==> config.mk <==
export PLATFORM = sky130hd
export DESIGN_NAME = ubf_top
export DESIGN_NICKNAME = d
export VERILOG_FILES = /design/src/ubf_pkg.sv /design/src/ubf_top.sv
export SDC_FILE = /design/constraint.sdc
export NUM_CORES = 1
export LEC_CHECK = 0
export ABC_AREA = 1
export BUFFER_PORTS_ARGS = -buffer_cell sky130_fd_sc_hd__buf_4
export CELL_PAD_IN_SITES_DETAIL_PLACEMENT = 1
export CELL_PAD_IN_SITES_GLOBAL_PLACEMENT = 1
export CORE_AREA = 2 2 132 134
export DETAILED_ROUTE_END_ITERATION = 12
export DIE_AREA = 0 0 134 136
export HOLD_SLACK_MARGIN = 0.06
export PLACE_DENSITY = 0.65
export SYNTH_ARGS = -nofsm -noshare
export SYNTH_HDL_FRONTEND = slang
export SYNTH_SLANG_ARGS = --single-unit
==> constraint.sdc <==
create_clock -name i_clk -period 4.3 [get_ports i_clk]
set_input_delay 0.645 -clock i_clk [delete_from_list [all_inputs] [get_ports i_clk]]
set_output_delay 0.645 -clock i_clk [all_outputs]
set_load 0.005 [all_outputs]
==> src/ubf_pkg.sv <==
// shared constants and types for the uart baud and frame format block
package ubf_pkg;

    // ==========================================================
    // clock
    localparam int unsigned UBF_CLK_HZ = 25_000_000;

    // ==========================================================
    // register byte offsets
    localparam logic [4:0] UBF_OFS_DIV    = 5'h00;
    localparam logic [4:0] UBF_OFS_CTL1   = 5'h04;
    localparam logic [4:0] UBF_OFS_CTL2   = 5'h08;
    localparam logic [4:0] UBF_OFS_DATA   = 5'h0C;
    localparam logic [4:0] UBF_OFS_STAT   = 5'h10;

    // ==========================================================
    // field positions
    localparam int UBF_CTL1_NINE_BIT  = 7;
    localparam int UBF_CTL1_PAREN_BIT = 5;
    localparam int UBF_CTL1_PODD_BIT  = 4;
    localparam int UBF_CTL1_STOP2_BIT = 3;
    localparam int UBF_CTL2_TXEN_BIT  = 7;
    localparam int UBF_CTL2_RXEN_BIT  = 6;
    localparam int UBF_CTL2_HS_BIT    = 5;
    localparam int UBF_STAT_BUSY_BIT  = 0;
    localparam int UBF_STAT_VALID_BIT = 1;
    localparam int UBF_STAT_PERR_BIT  = 2;
    localparam int UBF_STAT_FERR_BIT  = 3;

    // ==========================================================
    // reset values and counts
    localparam logic [7:0] UBF_DIV_RST    = 8'h00;
    localparam logic [1:0] UBF_PRE_LAST   = 2'h3;
    localparam logic [3:0] UBF_OS_LAST    = 4'hF;
    localparam logic [3:0] UBF_OS_MID     = 4'h7;
    localparam logic [3:0] UBF_FRAME_MIN  = 4'hA;

    // ==========================================================
    // types
    typedef struct packed {
        logic nine;
        logic par_en;
        logic par_odd;
        logic two_stop;
    } ubf_fmt_t;

    localparam ubf_fmt_t UBF_FMT_RST = '{nine: 1'b0, par_en: 1'b0, par_odd: 1'b0, two_stop: 1'b0};

    typedef enum logic [1:0] {
        UBF_TX_IDLE  = 2'b01,
        UBF_TX_SHIFT = 2'b10
    } ubf_tx_st_t;

    typedef enum logic [3:0] {
        UBF_RX_IDLE  = 4'b0001,
        UBF_RX_START = 4'b0010,
        UBF_RX_DATA  = 4'b0100,
        UBF_RX_STOP  = 4'b1000
    } ubf_rx_st_t;

endpackage

==> src/ubf_top.sv <==
// uart baud rate generator, frame formatter, minimal shifters and avalon register slave
// ==========================================================
// Overview of operation
// free running 8-bit counter on system clock, period of divisor plus one clocks; speed bit 0 adds a divide by four
// speed bit 0 gives bit rate of clock over 64 times divisor plus one
// speed bit 1 gives bit rate of clock over 16 times divisor plus one
// divisor is the unsigned 8-bit register value, 0 to 255 all valid
// line is NRZ, each level held one full bit period
// frame is one start bit, eight or nine data bits, one or two stop bits
// even, odd or no parity supported in hardware
// after reset format is eight data bits, no parity, one stop bit
// word length, parity type, parity enable, stop count are fields of first control
// data bits go least significant first, right after the start bit
// transmitter and receiver independent but share one format and one rate
// every transmitted frame carries its stop bits
// word-length field set gives nine-bit words, ninth bit most significant
// stop-count field 1 gives two stop bits, 0 gives one
// parity-type field 0 gives even parity, 1 gives odd
// parity only when enabled; then last data position of word carries parity
// counter reloads from divisor on expiry, one tick each; new divisor at next reload
`timescale 1ns/1ns
module ubf_top
(
    // clock and reset
    input  wire logic        i_clk,
    input  wire logic        i_rst,
    // avalon-mm slave
    input  wire logic [4:0]  i_avs_address,
    input  wire logic        i_avs_read,
    input  wire logic        i_avs_write,
    input  wire logic [3:0]  i_avs_byteenable,
    input  wire logic [31:0] i_avs_writedata,
    output logic      [31:0] o_avs_readdata,
    output logic             o_avs_waitrequest,
    // serial line
    input  wire logic        i_rxd,
    output logic             o_txd
);

    // ==========================================================
    // registers
    logic [7:0]          div_q;
    ubf_pkg::ubf_fmt_t   fmt_q;
    logic                hs_q;
    logic                tx_en_q;
    logic                rx_en_q;
    logic                wait_q;
    logic [31:0]         rdata_q;

    wire req     = i_avs_read | i_avs_write;
    wire accept  = req & ~wait_q;
    wire wr_acc  = i_avs_write & ~wait_q & i_avs_byteenable[0];
    wire rd_acc  = i_avs_read & ~wait_q;
    wire [4:0] adr = {i_avs_address[4:2], 2'b00};
    wire wr_div  = wr_acc & (adr == ubf_pkg::UBF_OFS_DIV);
    wire wr_ctl1 = wr_acc & (adr == ubf_pkg::UBF_OFS_CTL1);
    wire wr_ctl2 = wr_acc & (adr == ubf_pkg::UBF_OFS_CTL2);
    wire wr_data = wr_acc & (adr == ubf_pkg::UBF_OFS_DATA);
    wire rd_data = rd_acc & (adr == ubf_pkg::UBF_OFS_DATA);

    // ==========================================================
    // baud generator
    logic [7:0] div_cnt_q;
    logic [1:0] pre_q;
    wire div_tick = (div_cnt_q == 8'h00);
    // low speed adds a divide by four so both modes share the x16 oversample
    wire os_tick  = div_tick & (hs_q | (pre_q == ubf_pkg::UBF_PRE_LAST));

    always_ff @(posedge i_clk or posedge i_rst)
    begin
        if (i_rst)
        begin
            div_cnt_q <= 8'h00;
            pre_q     <= 2'h0;
        end
        else
        begin
            div_cnt_q <= div_tick ? div_q : div_cnt_q - 8'h01;
            pre_q     <= div_tick ? pre_q + 2'h1 : pre_q;
        end
    end

    // ==========================================================
    // register file
    always_ff @(posedge i_clk or posedge i_rst)
    begin
        if (i_rst)
        begin
            div_q   <= ubf_pkg::UBF_DIV_RST;
            fmt_q   <= ubf_pkg::UBF_FMT_RST;
            hs_q    <= 1'b0;
            tx_en_q <= 1'b0;
            rx_en_q <= 1'b0;
        end
        else
        begin
            if (wr_div)
                div_q <= i_avs_writedata[7:0];
            if (wr_ctl1)
                fmt_q <= {i_avs_writedata[ubf_pkg::UBF_CTL1_NINE_BIT], i_avs_writedata[ubf_pkg::UBF_CTL1_PAREN_BIT],
                          i_avs_writedata[ubf_pkg::UBF_CTL1_PODD_BIT], i_avs_writedata[ubf_pkg::UBF_CTL1_STOP2_BIT]};
            if (wr_ctl2)
            begin
                tx_en_q <= i_avs_writedata[ubf_pkg::UBF_CTL2_TXEN_BIT];
                rx_en_q <= i_avs_writedata[ubf_pkg::UBF_CTL2_RXEN_BIT];
                hs_q    <= i_avs_writedata[ubf_pkg::UBF_CTL2_HS_BIT];
            end
        end
    end

    // ==========================================================
    // transmitter
    ubf_pkg::ubf_tx_st_t tx_st_q;
    logic [11:0] tx_sh_q;
    logic [3:0]  tx_cnt_q;
    logic [3:0]  tx_os_q;
    logic        txd_q;

    wire [8:0] tx_word  = {i_avs_writedata[8] & i_avs_byteenable[1], i_avs_writedata[7:0]};
    wire       tx_par   = (fmt_q.nine ? ^tx_word[7:0] : ^tx_word[6:0]) ^ fmt_q.par_odd;
    wire       tx_top   = fmt_q.par_en ? tx_par : (fmt_q.nine ? tx_word[8] : tx_word[7]);
    // eight-bit words put a stop level where the ninth bit would sit
    wire [8:0] tx_data9 = fmt_q.nine ? {tx_top, tx_word[7:0]} : {1'b1, tx_top, tx_word[6:0]};
    wire [11:0] tx_frame = {2'b11, tx_data9, 1'b0};
    wire [3:0] tx_len   = ubf_pkg::UBF_FRAME_MIN + {3'h0, fmt_q.nine} + {3'h0, fmt_q.two_stop};
    wire tx_load  = wr_data & tx_en_q & (tx_st_q == ubf_pkg::UBF_TX_IDLE);
    wire tx_shift = (tx_st_q == ubf_pkg::UBF_TX_SHIFT) & os_tick & (tx_os_q == ubf_pkg::UBF_OS_LAST);

    always_ff @(posedge i_clk or posedge i_rst)
    begin
        if (i_rst)
        begin
            tx_st_q  <= ubf_pkg::UBF_TX_IDLE;
            tx_sh_q  <= 12'hFFF;
            tx_cnt_q <= 4'h0;
            tx_os_q  <= 4'h0;
            txd_q    <= 1'b1;
        end
        else
        begin
            txd_q <= (tx_st_q == ubf_pkg::UBF_TX_SHIFT) ? tx_sh_q[0] : 1'b1;
            case (tx_st_q)
                ubf_pkg::UBF_TX_IDLE:
                begin
                    if (tx_load)
                    begin
                        tx_sh_q  <= tx_frame;
                        tx_cnt_q <= tx_len;
                        tx_os_q  <= 4'h0;
                        tx_st_q  <= ubf_pkg::UBF_TX_SHIFT;
                    end
                end
                ubf_pkg::UBF_TX_SHIFT:
                begin
                    if (!tx_en_q)
                        tx_st_q <= ubf_pkg::UBF_TX_IDLE;
                    else if (os_tick)
                        tx_os_q <= tx_os_q + 4'h1;
                    if (tx_en_q && tx_shift)
                    begin
                        tx_sh_q  <= {1'b1, tx_sh_q[11:1]};
                        tx_cnt_q <= tx_cnt_q - 4'h1;
                        if (tx_cnt_q == 4'h1)
                            tx_st_q <= ubf_pkg::UBF_TX_IDLE;
                    end
                end
                default: tx_st_q <= ubf_pkg::UBF_TX_IDLE;
            endcase
        end
    end

    // ==========================================================
    // receiver
    ubf_pkg::ubf_rx_st_t rx_st_q;
    logic       rx_s1_q;
    logic       rx_s2_q;
    logic [3:0] rx_os_q;
    logic [3:0] rx_bit_q;
    logic [8:0] rx_sh_q;
    logic [8:0] rx_word_q;
    logic       rx_valid_q;
    logic       rx_perr_q;
    logic       rx_ferr_q;

    wire       rx_mid    = os_tick & (rx_os_q == ubf_pkg::UBF_OS_MID);
    wire       rx_samp   = os_tick & (rx_os_q == ubf_pkg::UBF_OS_LAST);
    wire [3:0] rx_last   = fmt_q.nine ? 4'h8 : 4'h7;
    wire [8:0] rx_word   = fmt_q.nine ? rx_sh_q : {1'b0, rx_sh_q[8:1]};
    wire       rx_done   = (rx_st_q == ubf_pkg::UBF_RX_STOP) & rx_samp & rx_en_q;
    wire       rx_par_ng = fmt_q.par_en & ((^rx_word) != fmt_q.par_odd);

    always_ff @(posedge i_clk or posedge i_rst)
    begin
        if (i_rst)
        begin
            rx_s1_q <= 1'b1;
            rx_s2_q <= 1'b1;
        end
        else
        begin
            rx_s1_q <= i_rxd;
            rx_s2_q <= rx_s1_q;
        end
    end

    always_ff @(posedge i_clk or posedge i_rst)
    begin
        if (i_rst)
        begin
            rx_st_q  <= ubf_pkg::UBF_RX_IDLE;
            rx_os_q  <= 4'h0;
            rx_bit_q <= 4'h0;
            rx_sh_q  <= 9'h000;
        end
        else if (!rx_en_q)
            rx_st_q <= ubf_pkg::UBF_RX_IDLE;
        else
        begin
            if (os_tick)
                rx_os_q <= rx_os_q + 4'h1;
            case (rx_st_q)
                ubf_pkg::UBF_RX_IDLE:
                begin
                    rx_os_q <= 4'h0;
                    if (!rx_s2_q)
                        rx_st_q <= ubf_pkg::UBF_RX_START;
                end
                ubf_pkg::UBF_RX_START:
                begin
                    // realign to mid start so later samples land mid bit
                    if (rx_mid)
                    begin
                        rx_os_q  <= 4'h0;
                        rx_bit_q <= 4'h0;
                        rx_st_q  <= rx_s2_q ? ubf_pkg::UBF_RX_IDLE : ubf_pkg::UBF_RX_DATA;
                    end
                end
                ubf_pkg::UBF_RX_DATA:
                begin
                    if (rx_samp)
                    begin
                        rx_sh_q  <= {rx_s2_q, rx_sh_q[8:1]};
                        rx_bit_q <= rx_bit_q + 4'h1;
                        if (rx_bit_q == rx_last)
                            rx_st_q <= ubf_pkg::UBF_RX_STOP;
                    end
                end
                ubf_pkg::UBF_RX_STOP:
                begin
                    if (rx_samp)
                        rx_st_q <= ubf_pkg::UBF_RX_IDLE;
                end
                default: rx_st_q <= ubf_pkg::UBF_RX_IDLE;
            endcase
        end
    end

    // a frame landing in the same cycle as the read keeps valid set
    always_ff @(posedge i_clk or posedge i_rst)
    begin
        if (i_rst)
        begin
            rx_word_q  <= 9'h000;
            rx_valid_q <= 1'b0;
            rx_perr_q  <= 1'b0;
            rx_ferr_q  <= 1'b0;
        end
        else if (rx_done)
        begin
            rx_word_q  <= rx_word;
            rx_valid_q <= 1'b1;
            rx_perr_q  <= rx_par_ng;
            rx_ferr_q  <= ~rx_s2_q;
        end
        else if (rd_data)
            rx_valid_q <= 1'b0;
    end

    // ==========================================================
    // avalon answer: one wait cycle, then data with waitrequest low
    wire [31:0] rd_mux =
        (adr == ubf_pkg::UBF_OFS_DIV)  ? {24'h000000, div_q} :
        (adr == ubf_pkg::UBF_OFS_CTL1) ? {24'h000000, fmt_q.nine, 1'b0, fmt_q.par_en, fmt_q.par_odd,
                                          fmt_q.two_stop, 3'h0} :
        (adr == ubf_pkg::UBF_OFS_CTL2) ? {24'h000000, tx_en_q, rx_en_q, hs_q, 5'h00} :
        (adr == ubf_pkg::UBF_OFS_DATA) ? {23'h000000, rx_word_q} :
        (adr == ubf_pkg::UBF_OFS_STAT) ? {28'h0000000, rx_ferr_q, rx_perr_q, rx_valid_q,
                                          tx_st_q == ubf_pkg::UBF_TX_SHIFT} :
        32'h00000000;

    always_ff @(posedge i_clk or posedge i_rst)
    begin
        if (i_rst)
        begin
            wait_q  <= 1'b1;
            rdata_q <= 32'h00000000;
        end
        else
        begin
            wait_q  <= ~(req & wait_q);
            rdata_q <= (i_avs_read & wait_q) ? rd_mux : rdata_q;
        end
    end

    assign o_avs_waitrequest = wait_q;
    assign o_avs_readdata    = rdata_q;
    assign o_txd             = txd_q;
endmodule

# Word-level counts from Yosys, hierarchy flattened
# Index checks and enable logic that the tools add are counted.
[word_totals] reg_bits=116 in_bits=46 out_inout_bits=34 elab_cells=148
[classes] add_sub_neg=8 eq_ne=28 mux=44 bitwise=27 reduce_logical=14
[op_table] op="$mux W4" n=17
[op_table] op="$mux W9" n=6
[op_table] op="$pmux W4 S2" n=4
[op_table] op="$mux W12" n=2
[op_table] op="$pmux W12 S2" n=1
[op_table] op="$and A1 B1 Y1" n=21
[op_table] op="$pmux W4 S4" n=1
[op_table] op="$ne A3 B3 Y1 const B" n=5
[op_table] op="$add A4 B1 Y4 const B" n=3
[op_table] op="$eq A4 B4 Y1 const B" n=3
[op_table] op="$ne A2 B2 Y1 const B" n=6
[op_table] op="$reduce_xor A9 Y1" n=1
[op_table] op="$eq A4 B1 Y1 const B" n=2
[op_table] op="$eq A4 B3 Y1 const B" n=2
[op_table] op="$logic_not A8 Y1" n=1
[op_table] op="$mux W2" n=4
[op_table] op="$mux W8" n=1
[op_table] op="$reduce_and A4 Y1" n=2
[op_table] op="$reduce_xor A8 Y1" n=1
[op_table] op="$sub A8 B1 Y8 const B" n=1
[op_table] op="$reduce_xor A7 Y1" n=1
[op_table] op="$eq A3 B2 Y1 const B" n=2
[op_table] op="$mux W1" n=6
[op_table] op="$reduce_and A3 Y1" n=2
[op_table] op="20 further kinds" n=26

# Depth between registers and ports, before layout
# Gate-level depths: netlist of run 1.
[logic_depth] word_depth=8 depth_mapped=14 mapped_depth_nobuf=14

# Least setup slack after synthesis of run 1
# OpenSTA, ideal clock, no wires.
[synth_timing] path_type="input to register" from="input i_avs_byteenable[0]" to="register tx_cnt_q[0]" setup_time_ns=0.130 arrival_time_ns=1.656 required_time_ns=4.170 slack_ns=2.513 path_stages=10 path_buffers=1 cell_sequence="nand2_1 > nor2_1 > nand2_1 > o21ai_2 > inv_2 > a21oi_4 > nand2_4 > clkinv_4 > buf_8 > o21ai_0"
[synth_via] elab_chain_cells=6
[synth_rtl] element="start: declaration" line_no="ubf_top.sv:31" text="input wire logic [3:0] i_avs_byteenable,"
[synth_rtl] element="$and A1 B1 Y1" line_no="ubf_top.sv:52" text="wire wr_acc = i_avs_write & ~wait_q & i_avs_byteenable[0];"
[synth_rtl] element="$and A1 B1 Y1" line_no="ubf_top.sv:58" text="wire wr_data = wr_acc & (adr == ubf_pkg::UBF_OFS_DATA);"
[synth_rtl] element="$and A1 B1 Y1 (2 in a row)" line_no="ubf_top.sv:126" text="wire tx_load = wr_data & tx_en_q & (tx_st_q == ubf_pkg::UBF_TX_IDLE);"
[synth_rtl] element="$ne A2 B2 Y1 (no line)"
[synth_rtl] element="$reduce_and A3 Y1 (no line)"
[synth_rtl] element="end signal: assignment" line_no="ubf_top.sv:148" text="tx_cnt_q <= tx_len;"
[synth_rtl] element="end signal: assignment" line_no="ubf_top.sv:162" text="tx_cnt_q <= tx_cnt_q - 4'h1;"
[synth_rtl] element="end: declaration" line_no="ubf_top.sv:115" text="logic [3:0] tx_cnt_q;"
# Every way passes these cells.
# A chain may end at the register's enable or synchronous reset.

# Worst setup path in the final report of run 1
[layout_timing] from="register div_cnt_q[0]" to="register rx_ferr_q"
[layout_via] elab_chain_cells=5
[layout_rtl] element="start: declaration" line_no="ubf_top.sv:63" text="logic [7:0] div_cnt_q;"
[layout_rtl] element="start signal: assignment" line_no="ubf_top.sv:78" text="div_cnt_q <= div_tick ? div_q : div_cnt_q - 8'h01;"
[layout_rtl] element="$logic_not A8 Y1" line_no="ubf_top.sv:65" text="wire div_tick = (div_cnt_q == 8'h00);"
[layout_rtl] element="$and A1 B1 Y1" line_no="ubf_top.sv:67" text="wire os_tick = div_tick & (hs_q | (pre_q == ubf_pkg::UBF_PRE_LAST));"
[layout_rtl] element="$and A1 B1 Y1" line_no="ubf_top.sv:186" text="wire rx_samp = os_tick & (rx_os_q == ubf_pkg::UBF_OS_LAST);"
[layout_rtl] element="$and A1 B1 Y1 (2 in a row)" line_no="ubf_top.sv:189" text="wire rx_done = (rx_st_q == ubf_pkg::UBF_RX_STOP) & rx_samp & rx_en_q;"
[layout_rtl] element="end signal: assignment" line_no="ubf_top.sv:273" text="rx_ferr_q <= ~rx_s2_q;"
[layout_rtl] element="end: declaration" line_no="ubf_top.sv:183" text="logic rx_ferr_q;"
# Every way passes these cells.

==> impl_metrics.csv, run 1 <==
group,metric,value,unit
run_status,result_of_the_run,"finished clean",
clock_tree,cts.hold.buffers_added,0,
clock_tree,cts-buffers-inserted,9,
cells_and_area,final_layout_size_suffix_gt1_frac,0.128,
critical_path,criticalPathCategory,"reg2reg",
cells_and_area,finish.cell_count_without_fillers,888,
global_route,global_route.overflow_total,0,
floorplanning,starting_density_of_the_core,0.294,
synthesis,ys_seq_elements,91,
synthesis,syn_area_per_cell,7.87,um2
sta,fmaxAchievable,381,MHz
synthesis,yosysWarningCount,0,
global_route,grt_first_pass_wirelength,21700,um
global_route,grt.total_usage,0.150,
cells_and_area,layout-area-overhead-vs-synth,13.1,%
cells_and_area,final_common_cell,"sky130_fd_sc_hd__nand2_1",
sta,worst_pin_slew,0.815,ns
clock_tree,buffer_depth_of_the_longest_clock_path,2,
power_and_ir_drop,vdd_drop_max,0.204,mV
routing,drt-initial-drc-count,253,
sta,report.final.hold_viol_count,0,
critical_path,timing.critical_path.fanout_max,23,
synthesis,synth-xor-area-share,0.0230,
critical_path,cp.required,4.54,ns
sta,maxSlewHeadroom,0.457,
synthesis,largest_family_of_logic_cells_by_synthesized_area,"simple AND/OR/NAND/NOR gates",
min_path,min_path_type,"in2async",
floorplanning,core_region_area,16900,um2
floorplanning,row_count,48,
critical_path,start_kind,"flop",
synthesis,yosys.cell_types.count,42,
critical_path,timing.critical_path.to_type,"flop",
clock_tree,clkLatencyLatePin,0.35,ns
routing,route.detailed.vias_per_inst,4.68,
floorplanning,die_area,18200,um2
routing,drt_drc_violations_left,0,
clock_tree,clock_sinks,91,
sta,timing.final.max_slew_violations,0,
sta,setup_tns,0,ns
job,cap_violations,0,
routing,detailedRoute.firstPassIterationCount,5,
routing,detailroute.via_count,4156,
sta,fin_skew,0.00943,ns
sta,layout_worst_path_cycle_share,0.611,
clock_tree,cts_post_setup_buffers_inserted,0,
power_and_ir_drop,power.density,489,nW/um2
clock_tree,cts_resized,0,
place,placed_cells,872,
global_route,grt_antenna_before_repair,0,
global_route,grt_max_degree,33,
clock_tree,cts_root_buffer,"sky130_fd_sc_hd__clkbuf_16",
clock_tree,clock_tree_from_tritoncts,"yes",
sta,finalSetupViolations,0,
synthesis,complex_gate_fraction_of_the_synthesized_area,0.142,
floorplanning,top_level_ports,80,
synthesis,synth_seq_area_share,0.463,
power_and_ir_drop,post-layout-total-power,0.00275,W
sta,unrepaired_setup_endpoints_after_global_routing,"no",
synthesis,netlist_area,4960,um2
power_and_ir_drop,total_leakage_power,2.65,nW
cells_and_area,final_cell_mix,"190 x sky130_fd_sc_hd__nand2_1, 84 x sky130_fd_sc_hd__o21ai_0, 75 x sky130_fd_sc_hd__dfrtp_1",
routing,postRouteWirelength,12900,um
global_route,grt_pass1_vias,4377,
synthesis,post_synth_mux_area_share,0.00454,
cells_and_area,antenna_cells,0,
floorplanning,die-width,134,um
critical_path,critical_path_arrival,2.87,ns
routing,antenna_violating_nets_left,0,
clock_tree,htree_levels,3,
place,port_buffers,29,
routing,route.detailed.wl_per_inst,14.6,um
sta,period_minus_slack,2.63,ns
sta,tightest_hold_margin,0.321,ns
place,gp_routability_congestion,0.820,
floorplanning,die_h,136,um
place,detailedPlacementHpwl,9890,um
synthesis,synth_area_in_adders,0.0252,
synthesis,postSynthCellCount,630,
clock_tree,cts.reportedPaths.clkPinSlew,0.07,ns
synthesis,yosys.area_share.simple,0.233,
cells_and_area,num-nets-final,714,
## state kept, by name, indices dropped and copies added (netlist names), 2 cells and up
name and cells:
tx_sh_q 10, o_avs_readdata 9, rx_sh_q 9, rx_word_q 9, div_cnt_q 8, div_q 8
fmt_q 4, rx_bit_q 4, rx_os_q 4, rx_st_q 4, tx_cnt_q 4, tx_os_q 4
pre_q 2, tx_st_q 2
## layout make-up
class	instances	area, um2
Clock inverter	4	32.5
Timing Repair Buffer	32	240
Sequential cell	91	2300
Fill cell	2033	11300
Multi-Input combinational cell	448	2210
Clock buffer	12	256
Tap cell	225	282
Inverter	76	292
## logic make-up after synthesis
group | Yosys count
XOR/XNOR | 13
adder cells (fa/ha/maj) | 10
buffers and inverters | 113
AND/OR/NAND/NOR | 277
AO/OA/AOI/OAI | 123
flip-flops | 91
other | 1
multiplexers | 2
## path summary, 6_finish.rpt
kind,end,cells after the start,from,slack (ns)
max,rx_ferr_q$_DFFE_PP0P_,8,div_cnt_q[0]$_DFF_PP0_,1.67
min,rx_sh_q[1]$_DFFE_PP0P_,2,i_rst,0.32
max reg2reg,rx_ferr_q$_DFFE_PP0P_,8,div_cnt_q[0]$_DFF_PP0_,1.67
min reg2reg,rx_s2_q$_DFF_PP1_,0,rx_s1_q$_DFF_PP1_,0.36
max in group asynchronous,o_txd$_DFF_PP1_,3,i_rst,3.11
min in group i_clk,rx_s2_q$_DFF_PP1_,0,rx_s1_q$_DFF_PP1_,0.36
## cell usage after synthesis
cell | n | area share
sky130_fd_sc_hd__xor2_1 | 10 | 0.018
sky130_fd_sc_hd__buf_2 | 5 | 0.0050
sky130_fd_sc_hd__a211oi_1 | 2 | 0.0030
sky130_fd_sc_hd__nand2_4 | 1 | 0.0023
sky130_fd_sc_hd__xnor2_1 | 3 | 0.0053
sky130_fd_sc_hd__clkbuf_1 | 6 | 0.0045
sky130_fd_sc_hd__inv_1 | 73 | 0.055
sky130_fd_sc_hd__inv_2 | 2 | 0.0015
sky130_fd_sc_hd__ha_1 | 10 | 0.025
sky130_fd_sc_hd__a22oi_1 | 1 | 0.0015
sky130_fd_sc_hd__a32oi_1 | 1 | 0.0018
sky130_fd_sc_hd__a221oi_1 | 3 | 0.0053
sky130_fd_sc_hd__nor2_2 | 3 | 0.0038
sky130_fd_sc_hd__o221ai_1 | 1 | 0.0018
sky130_fd_sc_hd__nand4_1 | 8 | 0.010
sky130_fd_sc_hd__dfstp_2 | 16 | 0.085
sky130_fd_sc_hd__a32o_1 | 1 | 0.0020
sky130_fd_sc_hd__nor3_1 | 5 | 0.0050
sky130_fd_sc_hd__nor2_1 | 28 | 0.021
sky130_fd_sc_hd__buf_1 | 1 | 0.00076
sky130_fd_sc_hd__o21ai_0 | 84 | 0.085
sky130_fd_sc_hd__o22ai_1 | 2 | 0.0025
sky130_fd_sc_hd__nor3b_1 | 1 | 0.0015
sky130_fd_sc_hd__o21ai_2 | 3 | 0.0053
sky130_fd_sc_hd__conb_1 | 1 | 0.00076
sky130_fd_sc_hd__buf_4 | 23 | 0.035
sky130_fd_sc_hd__o2111ai_1 | 1 | 0.0018
sky130_fd_sc_hd__a21oi_1 | 11 | 0.011
sky130_fd_sc_hd__mux2_2 | 2 | 0.0045
sky130_fd_sc_hd__or2_2 | 5 | 0.0063
sky130_fd_sc_hd__dfrtp_1 | 75 | 0.38
sky130_fd_sc_hd__nand2_2 | 2 | 0.0025
sky130_fd_sc_hd__clkbuf_2 | 1 | 0.0010
sky130_fd_sc_hd__buf_8 | 1 | 0.0030
sky130_fd_sc_hd__o31ai_1 | 2 | 0.0030
sky130_fd_sc_hd__a21oi_4 | 1 | 0.0033
sky130_fd_sc_hd__nor3_4 | 1 | 0.0033
sky130_fd_sc_hd__o211ai_1 | 10 | 0.015
sky130_fd_sc_hd__or3_1 | 1 | 0.0013
sky130_fd_sc_hd__clkinv_4 | 1 | 0.0018
sky130_fd_sc_hd__nand2_1 | 190 | 0.14
sky130_fd_sc_hd__nand3_1 | 32 | 0.032
## routing by layer
layer,wire length [um],part of all wire,up-vias,global-route usage
met5,0,0,-,0
met4,180,0.014,0,0.0449
met3,388,0.030,14,0.0254
met2,6510,0.50,49,0.268
met1,5850,0.45,2042,0.185
li1,-,-,2051,-
## worst max-delay path, stage by stage, from the launching register on
cell	delay (ns)
sky130_fd_sc_hd__dfrtp_1	0.37
sky130_fd_sc_hd__inv_1	0.07
sky130_fd_sc_hd__ha_1	0.18
sky130_fd_sc_hd__nand2_1	0.10
sky130_fd_sc_hd__nor2_2	0.40
sky130_fd_sc_hd__nand4_1	0.29
sky130_fd_sc_hd__inv_1	0.18
sky130_fd_sc_hd__nand3_1	0.52
sky130_fd_sc_hd__o21ai_0	0.40
## report_power, final
group / total [W] / switching (W) / leakage (nW) / internal, W
Sequential: 0.00120 / 0.000137 / 1.17 / 0.00107
Clock: 0.000782 / 0.000353 / 0.136 / 0.000428
Combinational: 0.000761 / 0.000490 / 1.35 / 0.000270
Total: 0.00275 / 0.000980 / 2.65 / 0.00176
## through the flow
stage	cell area, um2	setup WS [ns]	util
final	5610	1.67	0.332
after global routing	5610	1.26	0.332
after CTS	5610	1.63	0.332
after detailed placement	5320	1.65	0.315
after global placement	5320	1.70	0.315
after floorplan	5040	1.32	-
Note: power is estimated with default switching activity, not from simulation.
==> run 2, diff against run 1 <==
==> constraint.sdc (replaced) <==
create_clock -name i_clk -period 2.5 [get_ports i_clk]
set_input_delay 0.375 -clock i_clk [delete_from_list [all_inputs] [get_ports i_clk]]
set_output_delay 0.375 -clock i_clk [all_outputs]
set_load 0.005 [all_outputs]
==> run 2 against run 1 <==
Effect of this change: die area is the same; worst setup slack lost 1.3 ns; fmax grew 22%; first-iteration DRC count decreased by 32%; sequential share of layout area decreased by 0.27 points; clock skew fell by 0.0043 ns; total power is 72% higher; non-clock buffer count grew 4; final cell count grew 0.45%; largest cell class unchanged; cell area increased by 0.67%.
==> impl_metrics.csv, run 2 (same netlist as run 1, synthesis figures left out) <==
group,metric,value,unit
run_status,result_of_the_run,"finished clean",
cells_and_area,antenna_cells,0,
cells_and_area,final_core_util,0.335,
routing,postRouteWirelength,13100,um
critical_path,criticalPathCategory,"reg2reg",
cells_and_area,largest_reg_flops,10,
job,cap_violations,0,
clock_tree,clock_sinks,91,
cells_and_area,num-nets-final,718,
place,detailedPlacementHpwl,10000,um
routing,drt-initial-drc-count,172,
floorplanning,core_region_area,16900,um2
clock_tree,clkLatencyLatePin,0.35,ns
min_path,min_path_type,"in2async",
power_and_ir_drop,power.density,838,nW/um2
global_route,grt_max_degree,44,
global_route,grt_pass1_vias,4445,
cells_and_area,final_common_cell,"sky130_fd_sc_hd__nand2_1",
clock_tree,cts.reportedPaths.clkPinSlew,0.07,ns
routing,route.detailed.vias_per_inst,4.70,
clock_tree,cts-buffers-inserted,9,
clock_tree,cts_post_setup_buffers_inserted,0,
cells_and_area,register_area,2300,um2
place,placed_cells,876,
sta,layout_worst_path_cycle_share,0.863,
place,port_buffers,29,
sta,postLayoutSetupSlackWorst,0.343,ns
clock_tree,cts_resized,0,
floorplanning,top_level_ports,80,
routing,detailedRoute.firstPassIterationCount,4,
routing,antenna_violating_nets_left,0,
critical_path,timing.critical_path.to_type,"flop",
critical_path,timing.critical_path.fanout_max,17,
sta,finalSetupViolations,0,
cells_and_area,largest_register,"tx_sh_q",
sta,worst_pin_slew,0.625,ns
sta,tightest_hold_margin,0.0565,ns
place,gp_routability_congestion,0.838,
routing,drt_drc_violations_left,0,
critical_path,cp.required,2.74,ns
sta,fmaxAchievable,464,MHz
cells_and_area,final_cell_mix,"190 x sky130_fd_sc_hd__nand2_1, 84 x sky130_fd_sc_hd__o21ai_0, 75 x sky130_fd_sc_hd__dfrtp_1",
cells_and_area,finish.cell_count_without_fillers,892,
floorplanning,die_area,18200,um2
sta,report.final.hold_viol_count,0,
cells_and_area,layout-area-overhead-vs-synth,13.9,%
clock_tree,cts_root_buffer,"sky130_fd_sc_hd__clkbuf_16",
sta,maxSlewHeadroom,0.583,
cells_and_area,fill_cells,2043,
critical_path,depth_of_the_worst_register_to_register_path,8,
routing,route.detailed.wl_per_inst,14.7,um
floorplanning,row_count,48,
clock_tree,htree_levels,3,
global_route,grt_antenna_before_repair,0,
power_and_ir_drop,vdd_drop_max,0.311,mV
global_route,grt_first_pass_wirelength,22200,um
floorplanning,die-width,134,um
global_route,grt.total_usage,0.155,
clock_tree,buffer_depth_of_the_longest_clock_path,2,
place,place_ws,0.348,ns
clock_tree,cts.hold.buffers_added,0,
global_route,global_route.overflow_total,0,
floorplanning,starting_density_of_the_core,0.294,
cells_and_area,total_area_of_multi_input_combinational_cells,2210,um2
cells_and_area,final_layout_size_suffix_gt1_frac,0.133,
critical_path,start_kind,"flop",
sta,unrepaired_setup_endpoints_after_global_routing,"no",
power_and_ir_drop,total_leakage_power,2.67,nW
sta,timing.final.max_slew_violations,0,
floorplanning,die_h,136,um
routing,detailroute.via_count,4191,
sta,fin_skew,0.00509,ns
clock_tree,clock_tree_from_tritoncts,"yes",
sta,setup_tns,0,ns
sta,period_minus_slack,2.16,ns
critical_path,critical_path_arrival,2.40,ns
## run 2: cell types whose count changed in the layout (fill, tap and decap cells not counted)
cell and change:
sky130_fd_sc_hd__buf_12 +1, sky130_fd_sc_hd__buf_4 +3, sky130_fd_sc_hd__clkinv_2 +1, sky130_fd_sc_hd__clkinvlp_4 +1
sky130_fd_sc_hd__inv_6 -2
## run 2: metal layers
layer | vias to the layer above | wire length, um | part of all wire | GRT usage
li1 | 2056 | - | - | -
met1 | 2053 | 6100 | 0.46 | 0.194
met2 | 61 | 6350 | 0.48 | 0.267
met3 | 21 | 328 | 0.025 | 0.0194
met4 | 0 | 354 | 0.027 | 0.0721
met5 | - | 0 | 0 | 0
## run 2: where the power goes
group	leakage [nW]	internal, W	switching, W
Sequential	1.17	0.00183	0.000235
Combinational	1.37	0.000481	0.000856
Clock	0.135	0.000726	0.000604
Total	2.67	0.00304	0.00169
## run 2: cell type report
type                            instances  area share
Clock buffer                           12      0.0454
Timing Repair Buffer                   36      0.0501
Inverter                               76      0.0521
Sequential cell                        91       0.407
Tap cell                              225      0.0498
Clock inverter                          4     0.00443
Multi-Input combinational cell        448       0.391
## run 2: path summary, 6_finish.rpt
kind | endpoint | start | slack (ns)
min | tx_cnt_q[1]$_DFFE_PP0P_ | i_rst | 0.06
max | rx_sh_q[5]$_DFFE_PP0P_ | div_cnt_q[0]$_DFF_PP0_ | 0.34
min reg2reg | rx_s2_q$_DFF_PP1_ | rx_s1_q$_DFF_PP1_ | 0.36
max in group asynchronous | o_avs_readdata[2]$_DFFE_PP0P_ | i_rst | 1.69
max reg2reg | rx_sh_q[5]$_DFFE_PP0P_ | div_cnt_q[0]$_DFF_PP0_ | 0.34
min in group i_clk | rx_s1_q$_DFF_PP1_ | i_rxd | 0.13
## run 2: per-stage QoR
step | instance area, um2 | power (W)
2_1_floorplan | 5050 | 0.00306
3_3_place_gp | 5370 | 0.00334
3_5_place_dp | 5370 | 0.00344
4_1_cts | 5650 | 0.00480
5_1_grt | 5650 | 0.00511
6_report | 5650 | 0.00473
## run 2: critical path, cell delays in order (launching register included)
cell and delay, ns:
sky130_fd_sc_hd__dfrtp_1 0.38, sky130_fd_sc_hd__inv_1 0.08, sky130_fd_sc_hd__ha_1 0.18, sky130_fd_sc_hd__nand2_1 0.10
sky130_fd_sc_hd__nor2_2 0.18, sky130_fd_sc_hd__nand4_1 0.22, sky130_fd_sc_hd__inv_1 0.17, sky130_fd_sc_hd__nand2_1 0.34
sky130_fd_sc_hd__mux2_2 0.40
